### src/rtl/stpi_regs.svh
`ifndef STPI_REGS_SVH
`define STPI_REGS_SVH

// Positions inside the synchroniser vector
`define STPI_IN_STEP 0
`define STPI_IN_DIR 1
`define STPI_IN_EN 2
`define STPI_IN_EN24 3
`define STPI_IN_GATE 4
`define STPI_IN_PWM 5
`define STPI_IN_RED 6
`define STPI_IN_FLTN 7
`define STPI_IN_SEL0 8
`define STPI_IN_SEL1 9
`define STPI_IN_W 10

// Reset values
`define STPI_RING_RST 14'h0000
`define STPI_SYNC_RST 10'h000

// Steps per revolution, stored as modulus minus one
`define STPI_RES_500 14'h01F3
`define STPI_RES_1000 14'h03E7
`define STPI_RES_5000 14'h1387
`define STPI_RES_10000 14'h270F

// Current reduction at standstill, percent
`define STPI_RED_PCT 60
`define STPI_FULL_PCT 100

// Clock and timing
`define STPI_CLK_MHZ 100
`define STPI_STILL_US 1000
`define STPI_STILL_CYC (`STPI_STILL_US * `STPI_CLK_MHZ)

// PWM measurement window, cycles (full current = window)
`define STPI_PWM_WIN 9'h100

`endif

### src/rtl/stpi_pkg.sv
package stpi_pkg;

    // Step resolution switch setting
    typedef enum logic [1:0] {
        STPI_RES_500_E = 2'b00,
        STPI_RES_1000_E = 2'b01,
        STPI_RES_5000_E = 2'b10,
        STPI_RES_10000_E = 2'b11
    } stpi_res_t;

    // Complete state of the controller
    typedef struct packed {
        logic [9:0] sync1;
        logic [9:0] sync2;
        logic step_d;
        logic ready;
        logic step_p;
        logic [13:0] ring;
        logic [16:0] still_cnt;
        logic halted;
        logic [7:0] pwm_cnt;
        logic [8:0] pwm_hi;
        logic [8:0] duty;
        logic [8:0] cur;
        logic ready_low_n;
        logic ready_plc;
        logic ring_zero;
    } stpi_state_t;

endpackage

### src/rtl/stpi_top.sv
// Contract
// - Each accepted step clock pulse moves the ring counter exactly one step.
// - Phase current level follows PWM input duty, from zero to full.
// - Step pulses are accepted only while the pulse gate input enables them.
// - The 24 V amplifier enable acts the same as the pulse-side enable.
// - A dedicated output flags the ring counter at its zero position.
// - Ring zero, two readiness outputs (one active low), standstill output.
// - Direction input selects forward or backward ring counting.
// - Step on rising edge only when ready and gate energized.
// - With reduction selected, current drops to sixty percent at standstill.
// - Resolution of 500, 1000, 5000 or 10000 steps scales the ring.
`timescale 1ns/1ps
`default_nettype none
`include "stpi_regs.svh"

module stpi_top
    import stpi_pkg::*;
#(
    parameter int STILL_CYC = `STPI_STILL_CYC
) (
    input wire logic i_clk,
    input wire logic i_rst_n,
    input wire logic i_step_clk,
    input wire logic i_dir,
    input wire logic i_amp_en,
    input wire logic i_amp_en_24,
    input wire logic i_gate_on,
    input wire logic i_pwm,
    input wire logic i_cur_reduce,
    input wire logic i_fault_n,
    input wire logic [1:0] i_step_sel,
    output logic o_ready_low_out_n,
    output logic o_ready_plc_out,
    output logic o_motor_halted_out,
    output logic o_ring_zero,
    output logic [13:0] o_ring_pos,
    output logic [8:0] o_phase_cur
);

    // Last ring position for a resolution setting
    function automatic logic [13:0] ring_top(input logic [1:0] sel);
        case (stpi_res_t'(sel))
            STPI_RES_500_E: ring_top = `STPI_RES_500;
            STPI_RES_1000_E: ring_top = `STPI_RES_1000;
            STPI_RES_5000_E: ring_top = `STPI_RES_5000;
            STPI_RES_10000_E: ring_top = `STPI_RES_10000;
            default: ring_top = `STPI_RES_10000;
        endcase
    endfunction

    // Percentage of a current level
    function automatic logic [8:0] pct_of(input logic [8:0] lvl, input int pct);
        pct_of = 9'((32'(lvl) * pct) / `STPI_FULL_PCT);
    endfunction

    stpi_state_t s_ff;
    stpi_state_t nxt_s;
    logic [9:0] in_vec;
    logic [13:0] top;
    logic step_edge;
    logic accept;

    assign in_vec = {i_step_sel, i_fault_n, i_cur_reduce, i_pwm, i_gate_on,
                     i_amp_en_24, i_amp_en, i_dir, i_step_clk};
    assign top = ring_top(s_ff.sync2[`STPI_IN_SEL1:`STPI_IN_SEL0]);
    // rising edge on synchronised step clock
    assign step_edge = s_ff.sync2[`STPI_IN_STEP] && !s_ff.step_d;
    // gate and readiness qualify the edge
    assign accept = step_edge && s_ff.ready && s_ff.sync2[`STPI_IN_GATE];

    // Next state
    always_comb begin
        nxt_s = s_ff;
        nxt_s.sync1 = in_vec;
        nxt_s.sync2 = s_ff.sync1;
        nxt_s.step_d = s_ff.sync2[`STPI_IN_STEP];
        // either enable input enables the amplifier
        nxt_s.ready = (s_ff.sync2[`STPI_IN_EN] || s_ff.sync2[`STPI_IN_EN24])
                      && s_ff.sync2[`STPI_IN_FLTN];
        nxt_s.step_p = accept;
        if (accept) begin
            if (s_ff.sync2[`STPI_IN_DIR]) begin
                nxt_s.ring = (s_ff.ring >= top) ? 14'h0000 : s_ff.ring + 14'h0001;
            end else begin
                nxt_s.ring = (s_ff.ring == 14'h0000 || s_ff.ring > top) ? top
                             : s_ff.ring - 14'h0001;
            end
        end else if (s_ff.ring > top) begin
            // resolution change folds ring back into range
            nxt_s.ring = `STPI_RING_RST;
        end
        // Standstill timer restarts on every step
        if (accept) begin
            nxt_s.still_cnt = 17'h00000;
            nxt_s.halted = 1'b0;
        end else if (32'(s_ff.still_cnt) >= STILL_CYC - 1) begin
            nxt_s.halted = 1'b1;
        end else begin
            nxt_s.still_cnt = s_ff.still_cnt + 17'h00001;
        end
        // count PWM high cycles over a fixed window
        nxt_s.pwm_cnt = s_ff.pwm_cnt + 8'h01;
        if (s_ff.pwm_cnt == 8'hFF) begin
            nxt_s.duty = s_ff.pwm_hi + {8'h00, s_ff.sync2[`STPI_IN_PWM]};
            nxt_s.pwm_hi = 9'h000;
        end else begin
            nxt_s.pwm_hi = s_ff.pwm_hi + {8'h00, s_ff.sync2[`STPI_IN_PWM]};
        end
        if (s_ff.halted && s_ff.sync2[`STPI_IN_RED]) begin
            nxt_s.cur = pct_of(s_ff.duty, `STPI_RED_PCT);
        end else begin
            nxt_s.cur = s_ff.duty;
        end
        nxt_s.ready_low_n = !s_ff.ready;
        nxt_s.ready_plc = s_ff.ready;
        nxt_s.ring_zero = (nxt_s.ring == 14'h0000);
    end

    // State register
    always_ff @(posedge i_clk) begin
        if (!i_rst_n) begin
            s_ff <= '0;
            s_ff.sync1 <= `STPI_SYNC_RST;
            s_ff.sync2 <= `STPI_SYNC_RST;
            s_ff.ring <= `STPI_RING_RST;
            s_ff.ready_low_n <= 1'b1;
            s_ff.ring_zero <= 1'b1;
        end else begin
            s_ff <= nxt_s;
        end
    end

    // Outputs straight from flops
    assign o_ready_low_out_n = s_ff.ready_low_n;
    assign o_ready_plc_out = s_ff.ready_plc;
    assign o_motor_halted_out = s_ff.halted;
    assign o_ring_zero = s_ff.ring_zero;
    assign o_ring_pos = s_ff.ring;
    assign o_phase_cur = s_ff.cur;
endmodule
`default_nettype wire

### config.mk
export PLATFORM = sky130hd
export DESIGN_NAME = stpi_top
export DESIGN_NICKNAME = d
export VERILOG_FILES = /design/src/rtl/stpi_pkg.sv /design/src/rtl/stpi_top.sv
export VERILOG_INCLUDE_DIRS = /design/src /design/src/rtl
export SDC_FILE = /design/constraint.sdc
export NUM_CORES = 1
export LEC_CHECK = 0
export BUFFER_PORTS_ARGS = -buffer_cell sky130_fd_sc_hd__buf_4
export CORE_MARGIN = 3
export CORE_UTILIZATION = 50
export CTS_CLUSTER_DIAMETER = 120
export DETAILED_ROUTE_END_ITERATION = 6
export PLACE_DENSITY = 0.75
export SYNTH_ARGS = -nofsm -noshare
export SYNTH_HDL_FRONTEND = slang
export SYNTH_SLANG_ARGS = --single-unit
export TNS_END_PERCENT = 1
### constraint.sdc
create_clock -name i_clk -period 19.65 [get_ports i_clk]
set_clock_uncertainty 0.2 [all_clocks]
set_input_delay 3.93 -clock i_clk [delete_from_list [all_inputs] [get_ports i_clk]]
set_output_delay 3.93 -clock i_clk [all_outputs]
set_load 0.05 [all_outputs]
# After elaboration in Yosys (flattened, before gate mapping)

Cells that the tools add are included.

Equality and inequality tests: 4
Multiplexer cells: 7
Multipliers: 1
$lt $le $gt $ge: 3
$add $sub $neg: 5
Reduce and logical (&&, ||, !) cells: 14
Bitwise logic cells: 1
Div/mod/pow operators: 1

Operators by type and width:

| operator                                             | count |
|---|---|
| 2-to-1 mux 14 bit                                    | 5 |
| one-hot mux 14 bit (4 select lines)                  | 1 |
| divider 15 x 7 -> 32 bit (second input constant)     | 1 |
| logical NOT 14 bit                                   | 2 |
| adder 17 x 1 -> 17 bit (second input constant)       | 1 |
| >= comparator 17 bit (second input constant)         | 1 |
| adder 14 x 1 -> 14 bit (second input constant)       | 1 |
| >= comparator 14 bit                                 | 1 |
| > comparator 14 bit                                  | 1 |
| subtractor 14 x 1 -> 14 bit (second input constant)  | 1 |
| multiplier 9 x 4 -> 13 bit (second input constant)   | 1 |
| adder 9 x 1 -> 9 bit                                 | 1 |
| 2-to-1 mux 9 bit                                     | 1 |
| adder 8 x 1 -> 8 bit (second input constant)         | 1 |
| equality test 8 bit (second input constant)          | 1 |
| logical AND 1 bit                                    | 5 |
| equality test 2 bit (second input constant)          | 2 |
| OR reduction 2 bit                                   | 2 |
| equality test 2 x 1 -> 1 bit (second input constant) | 1 |
| logical NOT 1 bit                                    | 2 |
| logical NOT 2 bit                                    | 1 |
| logical OR 1 bit                                     | 2 |
| NOT 1 bit                                            | 1 |

Logic and storage cells: 50
Flip-flop bits (word level): 92
Output and inout bits: 27

# Depth between registers and ports, before layout

Gate-level depths: netlist (run 1).

Depth in word-level cells: 8
Mapped depth: 30

# Worst setup path after synthesis (run 1)

OpenSTA, ideal clock, no wires.

Kind: reg-to-reg
Start: register s_ff[13] (netlist name)
End: register s_ff, in the netlist o_phase_cur[0]
Buffers on the path: 1
Setup slack: 12.495 ns
Period minus slack after synthesis: 7.155 ns
Data required time: 19.319 ns
Arrival time: 6.824 ns
Stages on the path, launching flop included: 28
Cell sequence: dfxtp_1 -> inv_1 -> fa_1 -> fa_1 -> inv_1 -> ha_1 -> o211ai_1 -> o21ai_2 -> a311o_4 -> xor2_2 -> a21oi_1 -> o31ai_1 -> a21bo_2 -> o221a_2 -> or3b_4 -> a22o_1 -> or3_1 -> and2_4 -> o21bai_1 -> nor2_1 -> o311a_1 -> or2_1 -> buf_6 -> o41a_1 -> and3_4 -> o31a_1 -> o211ai_1 -> nand4_1

Longest elaborated chain between the ends: 3

Ends and longest elaborated chain:

| element                            | line            | RTL |
|---|---|---|
| start, declared                    | stpi_top.sv:56  | `stpi_state_t s_ff;` |
| start signal, assigned             | stpi_top.sv:129 | `s_ff <= nxt_s;` |
| multiplier 9 x 4 -> 13 bit         | stpi_top.sv:53  | `` pct_of = 9'((32'(lvl) * pct) / `STPI_FULL_PCT); `` |
| divider 15 x 7 -> 32 bit (no line) | n/a             |  |
| 2-to-1 mux 9 bit                   | stpi_top.sv:109 | `` if (s_ff.halted && s_ff.sync2[`STPI_IN_RED]) begin `` |

No other way between the ends.
A chain may end at the register's enable or synchronous reset.

# Worst setup path in the final report (run 1)

Start: register s_ff[15] (netlist name)
End: register s_ff, in the netlist o_phase_cur[0]

Same word-level chain as after synthesis.

==> impl_metrics.tcl, run 1 <==
set metrics [dict create \
    area_growth_pct 6.57 \
    max_cap_violations 0 \
    maxSlewViolCount 0 \
    min_period_ns 8.46 \
    ys_async_sr_fraction 0 \
    ios 39 \
    via_count 6593 \
    grt_antenna_before_repair 0 \
    cp-start-kind "flop" \
    synth_area_leaders "dfxtp_1, ha_1, fa_1" \
    ys_seq_elements 92 \
    power_density_nw_per_um2 49.3 \
    p_leak_nw 3.36 \
    wl_per_cell_um 15.4 \
    synthFlopType "dfxtp_1" \
    grt_use_met3 0.0422 \
    num_rows 43 \
    hold_path.class "flop to flop" \
    cts_hold_buf 0 \
    status "finished, final reports clean" \
    gr-max-usage-layer "met2" \
    cp_data_required_time_ns 19.67 \
    max_slew_margin 0.254 \
    initial_core_util 0.520 \
    mostFrequentLayoutCell "dfxtp_1" \
    core_um2 14100 \
    grt_util_met1 0.300 \
    critPathKind "flop to flop" \
    firstDrtPassIters 5 \
    synth.top_cell.area_share 0.250 \
    vias_per_cell 6.09 \
    worst_setup_path_end_kind "flop" \
    io_buffers 38 \
    gp_congestion 0.934 \
    seqPwrFrac 0.495 \
    die-area_um2 16200 \
    fill_cells 1302 \
    grt_max_degree 68 \
    hold_depth 1 \
    synth_area_um2 7350 \
    fmax_mhz 118 \
    dp_slack_ns 11.36 \
    synth_nets 971 \
    clock_power_share 0.472 \
    fin_ws_ns 11.19 \
    swShare 0.199 \
    clockBufferDepth 2 \
    setup_tns_ns 0 \
    synthDistinctLibCells 94 \
    insertedDiodeCount 0 \
    clk_latency_ns 0.34 \
    drive_gt1_frac 0.0997 \
    max_stage_delay_ns 0.81 \
    final_cell_mix "dfxtp_1, nor2_1, nand2_1" \
    final_nets 961 \
    path_max_fanout 12 \
    hold_ws_ns 0.231 \
    syn_inst 909 \
    grt_pass1_wl_um 28200 \
    clock-root-buffer "clkbuf_16" \
    finalHoldViolCount 0 \
    seq_area_um2 1840 \
    critPathSlowestCell "xnor2_1" \
    ys_seq_area_frac 0.250 \
    grt_pass1_vias 5929 \
    yosys_warnings 0 \
    cts_tree "yes" \
    r2r_cells 26 \
    post_cts_buffers 0 \
    grt_setup_unrepaired "no" \
    wl_um 16700 \
    htreeDepth 3 \
    setup_viol 0 \
    synth_top_cell_by_area "dfxtp_1" \
    cts-buffers-inserted 9 \
    vdd_drop_max_v 0.0000493 \
    die_w_um 127 \
    postCtsResizedCells 0 \
    synth_enable_flop_cells 0 \
    overflow 0 \
    switching_power_w 0.0000770 \
    fin_crit_sh 0.431 \
    dp_hpwl_um 12300 \
    grt.total_usage 0.206 \
    ant_nets 0 \
    die_h_um 127 \
    clkTransAtPathRegs_ns 0.06 \
    clkSinkCount 92 \
    power.internal_w 0.000310 \
    grtUsageMet2 0.313 \
    route.detailed.drc 0 \
    drt_iter0_drc 830 \
    syn_avg_cell_area_um2 8.09 \
    multi_input_area_um2 4990 \
    worstMarginPinSlew_ns 1.12 \
    combPwrFrac 0.032 \
    arrival_ns 8.48 \
]
==> routing by layer <==
metal  vias to the layer above  part of all wire
li1                       3284                 -
met1                      3065              0.49
met2                       228              0.45
met3                        16             0.059
met4                         0            0.0095
met5                         -                 0
==> cell families (layout without fill, tap and decap cells) <==
kind of cell / after synthesis / in the layout / synth area share
xor+xnor: 47 / 47 / 0.0616
mux: 4 / 4 / 0.00561
buf+inv: 105 / 99 / 0.0708
compound gates: 263 / 263 / 0.264
flops: 92 / 92 / 0.250
fa+ha+maj: 50 / 50 / 0.100
simple gates: 348 / 348 / 0.247
==> stage by stage <==
stage	total power [W]	area, µm²	cells	utilization
3_3_place_gp	0.000208	7520	1068	0.532
2_1_floorplan	0.000204	7350	909	-
3_5_place_dp	0.000208	7520	1068	0.532
5_1_grt	0.000400	7840	1083	0.554
6_report	0.000386	7840	1083	0.554
4_1_cts	0.000391	7840	1083	0.554
==> synthesized netlist by cell type (5+ instances only) <==
library cell / instances
o211a_1: 14
o21ai_0: 51
a22oi_1: 7
o31ai_1: 5
nand2b_1: 7
a21oi_1: 44
o211ai_1: 10
a22o_1: 8
a21boi_0: 7
inv_1: 45
or3_1: 20
dfxtp_1: 92
fa_1: 15
and2_1: 40
o2111ai_1: 6
buf_2: 5
xnor2_1: 17
o22ai_1: 8
and3_1: 18
nor3_1: 29
nand3_1: 31
xor2_1: 26
o21a_1: 6
a21o_1: 12
o31a_1: 6
a31oi_1: 10
nor4_1: 12
clkbuf_1: 25
nand4_1: 8
nand2_1: 63
nor2_1: 80
a211oi_1: 6
ha_1: 35
buf_4: 24
nor2b_1: 10
==> worst max-delay path, delay by kind of cell, from the launching register on <==
kind,cells,cell delay [ns]
AOI/OAI and AO/OA,14,3.71
and+or+nand+nor,6,1.49
adders and majority gates,3,1.42
xor gates and xnor gates,1,0.81
DFF,1,0.48
buffers and inverters,2,0.20
==> registers in the layout, indices dropped and copies added, names as in the netlist <==
| signal | count |
|---|---|
| nxt_s | 12 |
| o_motor_halted_out | 1 |
| o_phase_cur | 9 |
| o_ready_low_out_n | 1 |
| o_ready_plc_out | 1 |
| o_ring_pos | 14 |
| o_ring_zero | 1 |
| s_ff | 53 |
==> worst paths after layout <==
path	slack [ns]	start	end
max reg2reg	11.19	s_ff[15]	o_phase_cur[0]
min reg2reg	0.23	nxt_s[80]	s_ff[80]
min	0.23	nxt_s[80]	s_ff[80]
max	11.19	s_ff[15]	o_phase_cur[0]
==> power groups by stage <==
| stage | Clock [W] | Combinational [W] | Sequential, W |
|---|---|---|---|
| after floorplan | 0 | 0.00000901 | 0.000195 |
| after global placement | 0 | 0.0000123 | 0.000195 |
| after detailed placement | 0 | 0.0000126 | 0.000196 |
| after CTS | 0.000187 | 0.0000127 | 0.000191 |
| after global routing | 0.000194 | 0.0000143 | 0.000192 |
| final | 0.000183 | 0.0000125 | 0.000191 |
==> final cells by class <==
cell class	instances	area share
inverters	45	0.0216
clock inverters	4	0.00942
clock buffers	11	0.0310
repair buffers	39	0.0374
multi-input cells	712	0.637
flip-flops and latches	92	0.235
well taps	180	0.0287
(Power assumes the default switching activity.)
==> run 2, diff against run 1 <==
ABC_AREA = 1   (was default)
PLACE_DENSITY = 0.78   (was 0.75)
clock period = 6.87 ns   (was 19.65 ns; I/O delays follow)
==> run 2 against run 1 <==
Net effect:
- area after synthesis decreased by 5.5%
- via count decreased by 5.3%
- final cell count increased by 12%
- count of clock-buffer cells in the layout decreased by 2
- cell area decreased by 1.5%
- fmax increased by 32%
- largest cell class unchanged
- highest routed layer unchanged
==> impl_metrics.tcl, run 2 <==
set metrics [dict create \
    overflow 0 \
    hold_path.class "flop to flop" \
    clock-root-buffer "clkbuf_16" \
    area_growth_pct 11.1 \
    num_rows 42 \
    setup_viol 0 \
    max_slew_margin 0.454 \
    grt_pass1_wl_um 23800 \
    finalHoldViolCount 0 \
    synth_top_cell_by_area "dfxtp_1" \
    ys_seq_area_frac 0.265 \
    cts_tree "yes" \
    max_cap_violations 0 \
    hold_depth 1 \
    syn_avg_cell_area_um2 6.84 \
    ant_nets 0 \
    hold_end "o_ready_low_out_n" \
    top_register "s_ff" \
    ios 39 \
    gp_congestion 0.922 \
    switching_power_w 0.000263 \
    final_nets 1096 \
    path_max_fanout 7 \
    clk_latency_ns 0.34 \
    combPwrFrac 0.033 \
    synthDistinctLibCells 51 \
    insertedDiodeCount 0 \
    synth.top_cell.area_share 0.265 \
    status "finished, final reports clean" \
    cp_data_required_time_ns 6.91 \
    wl_um 14600 \
    min_period_ns 6.43 \
    fin_crit_sh 0.935 \
    die_h_um 124 \
    grt_pass1_vias 5460 \
    multi_input_area_um2 4290 \
    r2r-end "o_phase_cur[0]" \
    clkSinkCount 92 \
    power.internal_w 0.000814 \
    yosys_warnings 0 \
    yosys.area_share.xor_xnor 0.0427 \
    fmax_mhz 156 \
    synthTopCellsByCount "nand2_1, inv_1, dfxtp_1, nor2_1, nand3_1" \
    yosys.area_share.simple 0.342 \
    power_density_nw_per_um2 140 \
    htreeDepth 3 \
    synth_nets 1078 \
    clock_power_share 0.460 \
    final_cell_mix "nand2_1, inv_1, nor2_1, dfxtp_1, nand3_1" \
    hold_start "nxt_s[1]" \
    synth_top_family_by_area "simple AND/OR/NAND/NOR gates" \
    worst_setup_path_end_kind "flop" \
    ys_seq_elements 92 \
    grt.total_usage 0.187 \
    synth_area_leaders "dfxtp_1, nand2_1, inv_1" \
    r2r_cells 42 \
    die_w_um 124 \
    grt_antenna_before_repair 0 \
    cp_common_cell "nand2_1" \
    route.detailed.drc 0 \
    firstDrtPassIters 5 \
    clockBufferDepth 2 \
    synthAdderAreaFrac 0.106 \
    arrival_ns 6.47 \
    rr_startpoint "s_ff[14]" \
    synthFlopType "dfxtp_1" \
    p_leak_nw 3.89 \
    seqPwrFrac 0.508 \
    syn_inst 1016 \
    vdd_drop_max_v 0.000135 \
    worstMarginPinSlew_ns 0.814 \
    swShare 0.245 \
    clkTransAtPathRegs_ns 0.07 \
    vias_per_cell 5.14 \
    core_um2 13400 \
    initial_core_util 0.519 \
    synth_mux_area_frac 0 \
    seq_area_um2 1850 \
    critPathSlowestCell "fa_1" \
    drt_iter0_drc 521 \
    cts-buffers-inserted 9 \
    total_power_w 0.00108 \
    synth_area_um2 6950 \
    die-area_um2 15300 \
    hold_ws_ns 0.204 \
    via_count 6243 \
    maxSlewViolCount 0 \
    wl_per_cell_um 12.0 \
    regToRegSetupSlack_ns 0.44 \
    drive_gt1_frac 0.172 \
    fill_cells 1221 \
    synth_enable_flop_cells 0 \
    mostFrequentLayoutCell "nand2_1" \
    dp_hpwl_um 10900 \
    max_stage_delay_ns 0.51 \
    synth.most_common_cell "nand2_1" \
    io_buffers 38 \
    critPathKind "flop to flop" \
    grt_max_degree 33 \
    ys_async_sr_fraction 0 \
    cp-start-kind "flop" \
    largest_reg_flops 53 \
    synth_compound_area_frac 0.110 \
]
run 2: cell count changes after synthesis, moves of 14 or more:
cell / change
nand2_1: +147
inv_1: +129
or3_1: -20
and2_1: -39
and3_1: -18
clkbuf_1: -14
nand2_2: +34
nand3_1: +34
nand4_1: +14
run 2: cells by family after synthesis:
group                    Yosys count
AO/OA/AOI/OAI                    129
flip-flops                        92
adder cells (fa/ha/maj)           50
XOR/XNOR                          33
AND/OR/NAND/NOR                  486
buffers and inverters            226
run 2: power by group through the flow:
stage          logic [W]  registers (W)  clock network, W
2_1_floorplan  0.0000251       0.000558                 0
3_3_place_gp   0.0000345       0.000559                 0
3_5_place_dp   0.0000355       0.000560                 0
4_1_cts        0.0000357       0.000547          0.000504
5_1_grt        0.0000409       0.000548          0.000528
6_report       0.0000352       0.000547          0.000495
run 2: area by class of cell:
type | instances | area share
sequential | 92 | 0.240
clock buffer | 9 | 0.0292
timing repair buffer | 45 | 0.0438
tap | 176 | 0.0285
inverter | 188 | 0.0922
clock inverter | 7 | 0.0104
multi-input combinational | 698 | 0.556
run 2: layer usage:
| layer | part of all wire | wire [µm] | GRT usage |
|---|---|---|---|
| met5 | 0 | 0 | 0 |
| met4 | 0.0081 | 118 | 0.0431 |
| met3 | 0.039 | 563 | 0.0272 |
| met2 | 0.48 | 6950 | 0.313 |
| met1 | 0.48 | 6990 | 0.256 |
run 2: critical path, delay by kind of cell (launching register included):
kind,cells,cell delay (ns)
compound gates,6,0.81
fa+ha+maj,3,1.37
buf+inv,4,0.31
flops,1,0.38
simple gates,29,3.24
run 2: how the worst max path moves through the flow:
stage / from / endpoint / slack (ns) / cells after the start
floorplan: s_ff[13] / o_phase_cur[0] / 0.96 / 44
global placement: s_ff[13] / o_phase_cur[0] / 0.33 / 41
detailed placement: s_ff[15] / o_phase_cur[0] / 0.28 / 45
CTS: s_ff[15] / o_phase_cur[0] / 0.24 / 47
global route: s_ff[15] / o_phase_cur[0] / -0.08 / 53
finish: s_ff[14] / o_phase_cur[0] / 0.44 / 42
run 2: timing repair:
action,CTS,global route
resized for setup,0,39
setup endpoints to repair,0,2
buffers inserted,0,6
hold buffers,0,0
run 2: per-stage QoR:
step | setup slack, ns | area [µm²] | setup TNS (ns) | cells | util
global placement | 0.334 | 7230 | 0 | 1193 | 0.540
CTS | 0.241 | 7540 | 0 | 1209 | 0.562
finish | 0.444 | 7720 | 0 | 1215 | 0.576
floorplan | 0.957 | 6950 | 0 | 1016 | -
global route | -0.0794 | 7720 | -0.0794 | 1215 | 0.576
detailed placement | 0.284 | 7230 | 0 | 1193 | 0.540
==> run 3, diff against run 2 <==
ABC_AREA = default   (was 1)
BUFFER_PORTS_ARGS = -buffer_cell sky130_fd_sc_hd__buf_2   (was -buffer_cell sky130_fd_sc_hd__buf_4)
==> run 3 against run 2 <==
Net effect:
- the run now ends with setup timing left
- sequential cell count unchanged
- count of clock-buffer cells in the layout unchanged
- via count up 25%
- critical path type unchanged
- critical path depth down 15
- sequential power about the same
- combinational power about the same
- die area up 5.5%
- non-clock buffer count up 180
- largest cell class unchanged
- power down 1.9%
- register-to-register slack worse by 1.1 ns
- clock power down 4.0%
- fmax down 14%
==> impl_metrics.tcl, run 3 (synthesized netlist as in run 1, its figures left out) <==
set metrics [dict create \
    status "complete, but fails checks" \
    violations "setup timing" \
    grt_antenna_before_repair 0 \
    num_rows 43 \
    grt_max_degree 68 \
    instances_no_fill 1271 \
    cts_hold_buf 0 \
    die_h_um 127 \
    critPathSlowestCell "fa_1" \
    setup.worst_path.end "o_phase_cur[0]" \
    fin_ws_ns -0.611 \
    max_stage_delay_ns 0.58 \
    io_buffers 38 \
    vdd_drop_max_v 0.000138 \
    cpLargestDelayFamily "compound AO/OA/AOI/OAI gates" \
    die-area_um2 16200 \
    vias_per_cell 6.13 \
    fmax_mhz 134 \
    max_cap_violations 0 \
    regToRegSetupSlack_ns -0.61 \
    gp_congestion 0.990 \
    power_density_nw_per_um2 108 \
    cp-start-kind "flop" \
    clkSinkCount 92 \
    cp_data_required_time_ns 6.88 \
    htreeDepth 3 \
    initial_core_util 0.520 \
    rr_startpoint "s_ff[14]" \
    area_growth_pct 32.9 \
    maxSlewViolCount 0 \
    grt.total_usage 0.250 \
    mostFrequentLayoutCell "buf_4" \
    dp_hpwl_um 14500 \
    clk_latency_ns 0.34 \
    drive_gt1_frac 0.339 \
    route.detailed.drc 0 \
    clock-root-buffer "clkbuf_16" \
    r2r_cells 27 \
    grt_pass1_wl_um 34300 \
    ant_nets 0 \
    startpoint "s_ff[14]" \
    largest_reg_flops 53 \
    arrival_ns 7.49 \
    top_register "s_ff" \
    wl_um 21700 \
    overflow 0 \
    hold_ws_ns 0.239 \
    ios 39 \
    crit_buf_inv 4 \
    setup_tns_ns -1.14 \
    path_max_fanout 6 \
    drt_iter0_drc 989 \
    finalHoldViolCount 0 \
    grt_pass1_vias 7268 \
    core_um2 14100 \
    setup_viol 3 \
    insertedDiodeCount 0 \
    min_period_ns 7.48 \
    hold_path.class "flop to flop" \
    place_inst 1222 \
    worst_setup_path_end_kind "flop" \
    wl_per_cell_um 17.1 \
    critPathKind "flop to flop" \
    grt_setup_unrepaired "yes" \
    via_count 7785 \
    clkTransAtPathRegs_ns 0.07 \
    total_power_w 0.00106 \
    firstDrtPassIters 6 \
    die_w_um 127 \
    worstMarginPinSlew_ns 0.911 \
    cts-buffers-inserted 9 \
    cts_tree "yes" \
    final_nets 1148 \
    final_cell_mix "buf_4, dfxtp_1, nor2_1" \
    max_slew_margin 0.393 \
    clockBufferDepth 2 \
    p_leak_nw 4.33 \
    fin_crit_sh 1.09 \
    r2r-end "o_phase_cur[0]" \
    crit_cells 27 \
]
[run 3: cell count changes in the layout (fill, tap and decap cells not counted), moves of 16 or more]
cell	change
and2_1	+39
nand2_2	-34
inv_1	-132
nand2_1	-144
buf_2	+39
or3_1	+17
nand2_4	-16
and3_1	+17
nand3_1	-32
buf_4	+131
[run 3: cell type report]
class                           count  area (µm²)
Multi-Input combinational cell    713        5570
Fill cell                        1025        4380
Sequential cell                    92        1860
Timing Repair Buffer              225        1660
Clock buffer                        9         225
Tap cell                          180         225
Inverter                           45         171
Clock inverter                      7        65.1
[run 3: report_power, final]
part / internal, W / switching (W) / total [W] / leakage [nW]
Clock: 0.000255 / 0.000220 / 0.000475 / 0.141
Combinational: 0.0000148 / 0.0000204 / 0.0000353 / 3.44
Sequential: 0.000541 / 0.00000519 / 0.000546 / 0.751
Total: 0.000810 / 0.000246 / 0.00106 / 4.33
[run 3: through the flow]
step	instance area [µm²]	worst slack (ns)	util
2_1_floorplan	7460	-0.0871	-
4_1_cts	9310	-0.383	0.658
3_3_place_gp	8710	-0.362	0.616
6_report	9770	-0.611	0.691
5_1_grt	9770	-0.859	0.691
3_5_place_dp	8710	-0.497	0.616
[run 3: worst min path at each step]
stage          startpoint         to  cells after the start
4_1_cts         nxt_s[76]   s_ff[76]                      1
3_3_place_gp    nxt_s[75]   s_ff[75]                      1
5_1_grt         nxt_s[80]   s_ff[80]                      1
6_report        nxt_s[76]   s_ff[76]                      1
3_5_place_dp    nxt_s[82]   s_ff[82]                      1
2_1_floorplan   nxt_s[73]  nxt_s[72]                      1
[run 3: what timing repair did]
item	4_1_cts	5_1_grt
setup endpoints to repair	2	3
cloned	1	0
resized for setup	43	65
pin swaps	33	51
setup buffers	14	18
[run 3: per-layer routing]
| metal | wire, µm | global-route usage | vias up |
|---|---|---|---|
| li1 | - | - | 3648 |
| met1 | 9030 | 0.323 | 3659 |
| met5 | 0 | 0 | - |
| met2 | 10600 | 0.433 | 387 |
| met4 | 740 | 0.0612 | 0 |
| met3 | 1330 | 0.0435 | 91 |
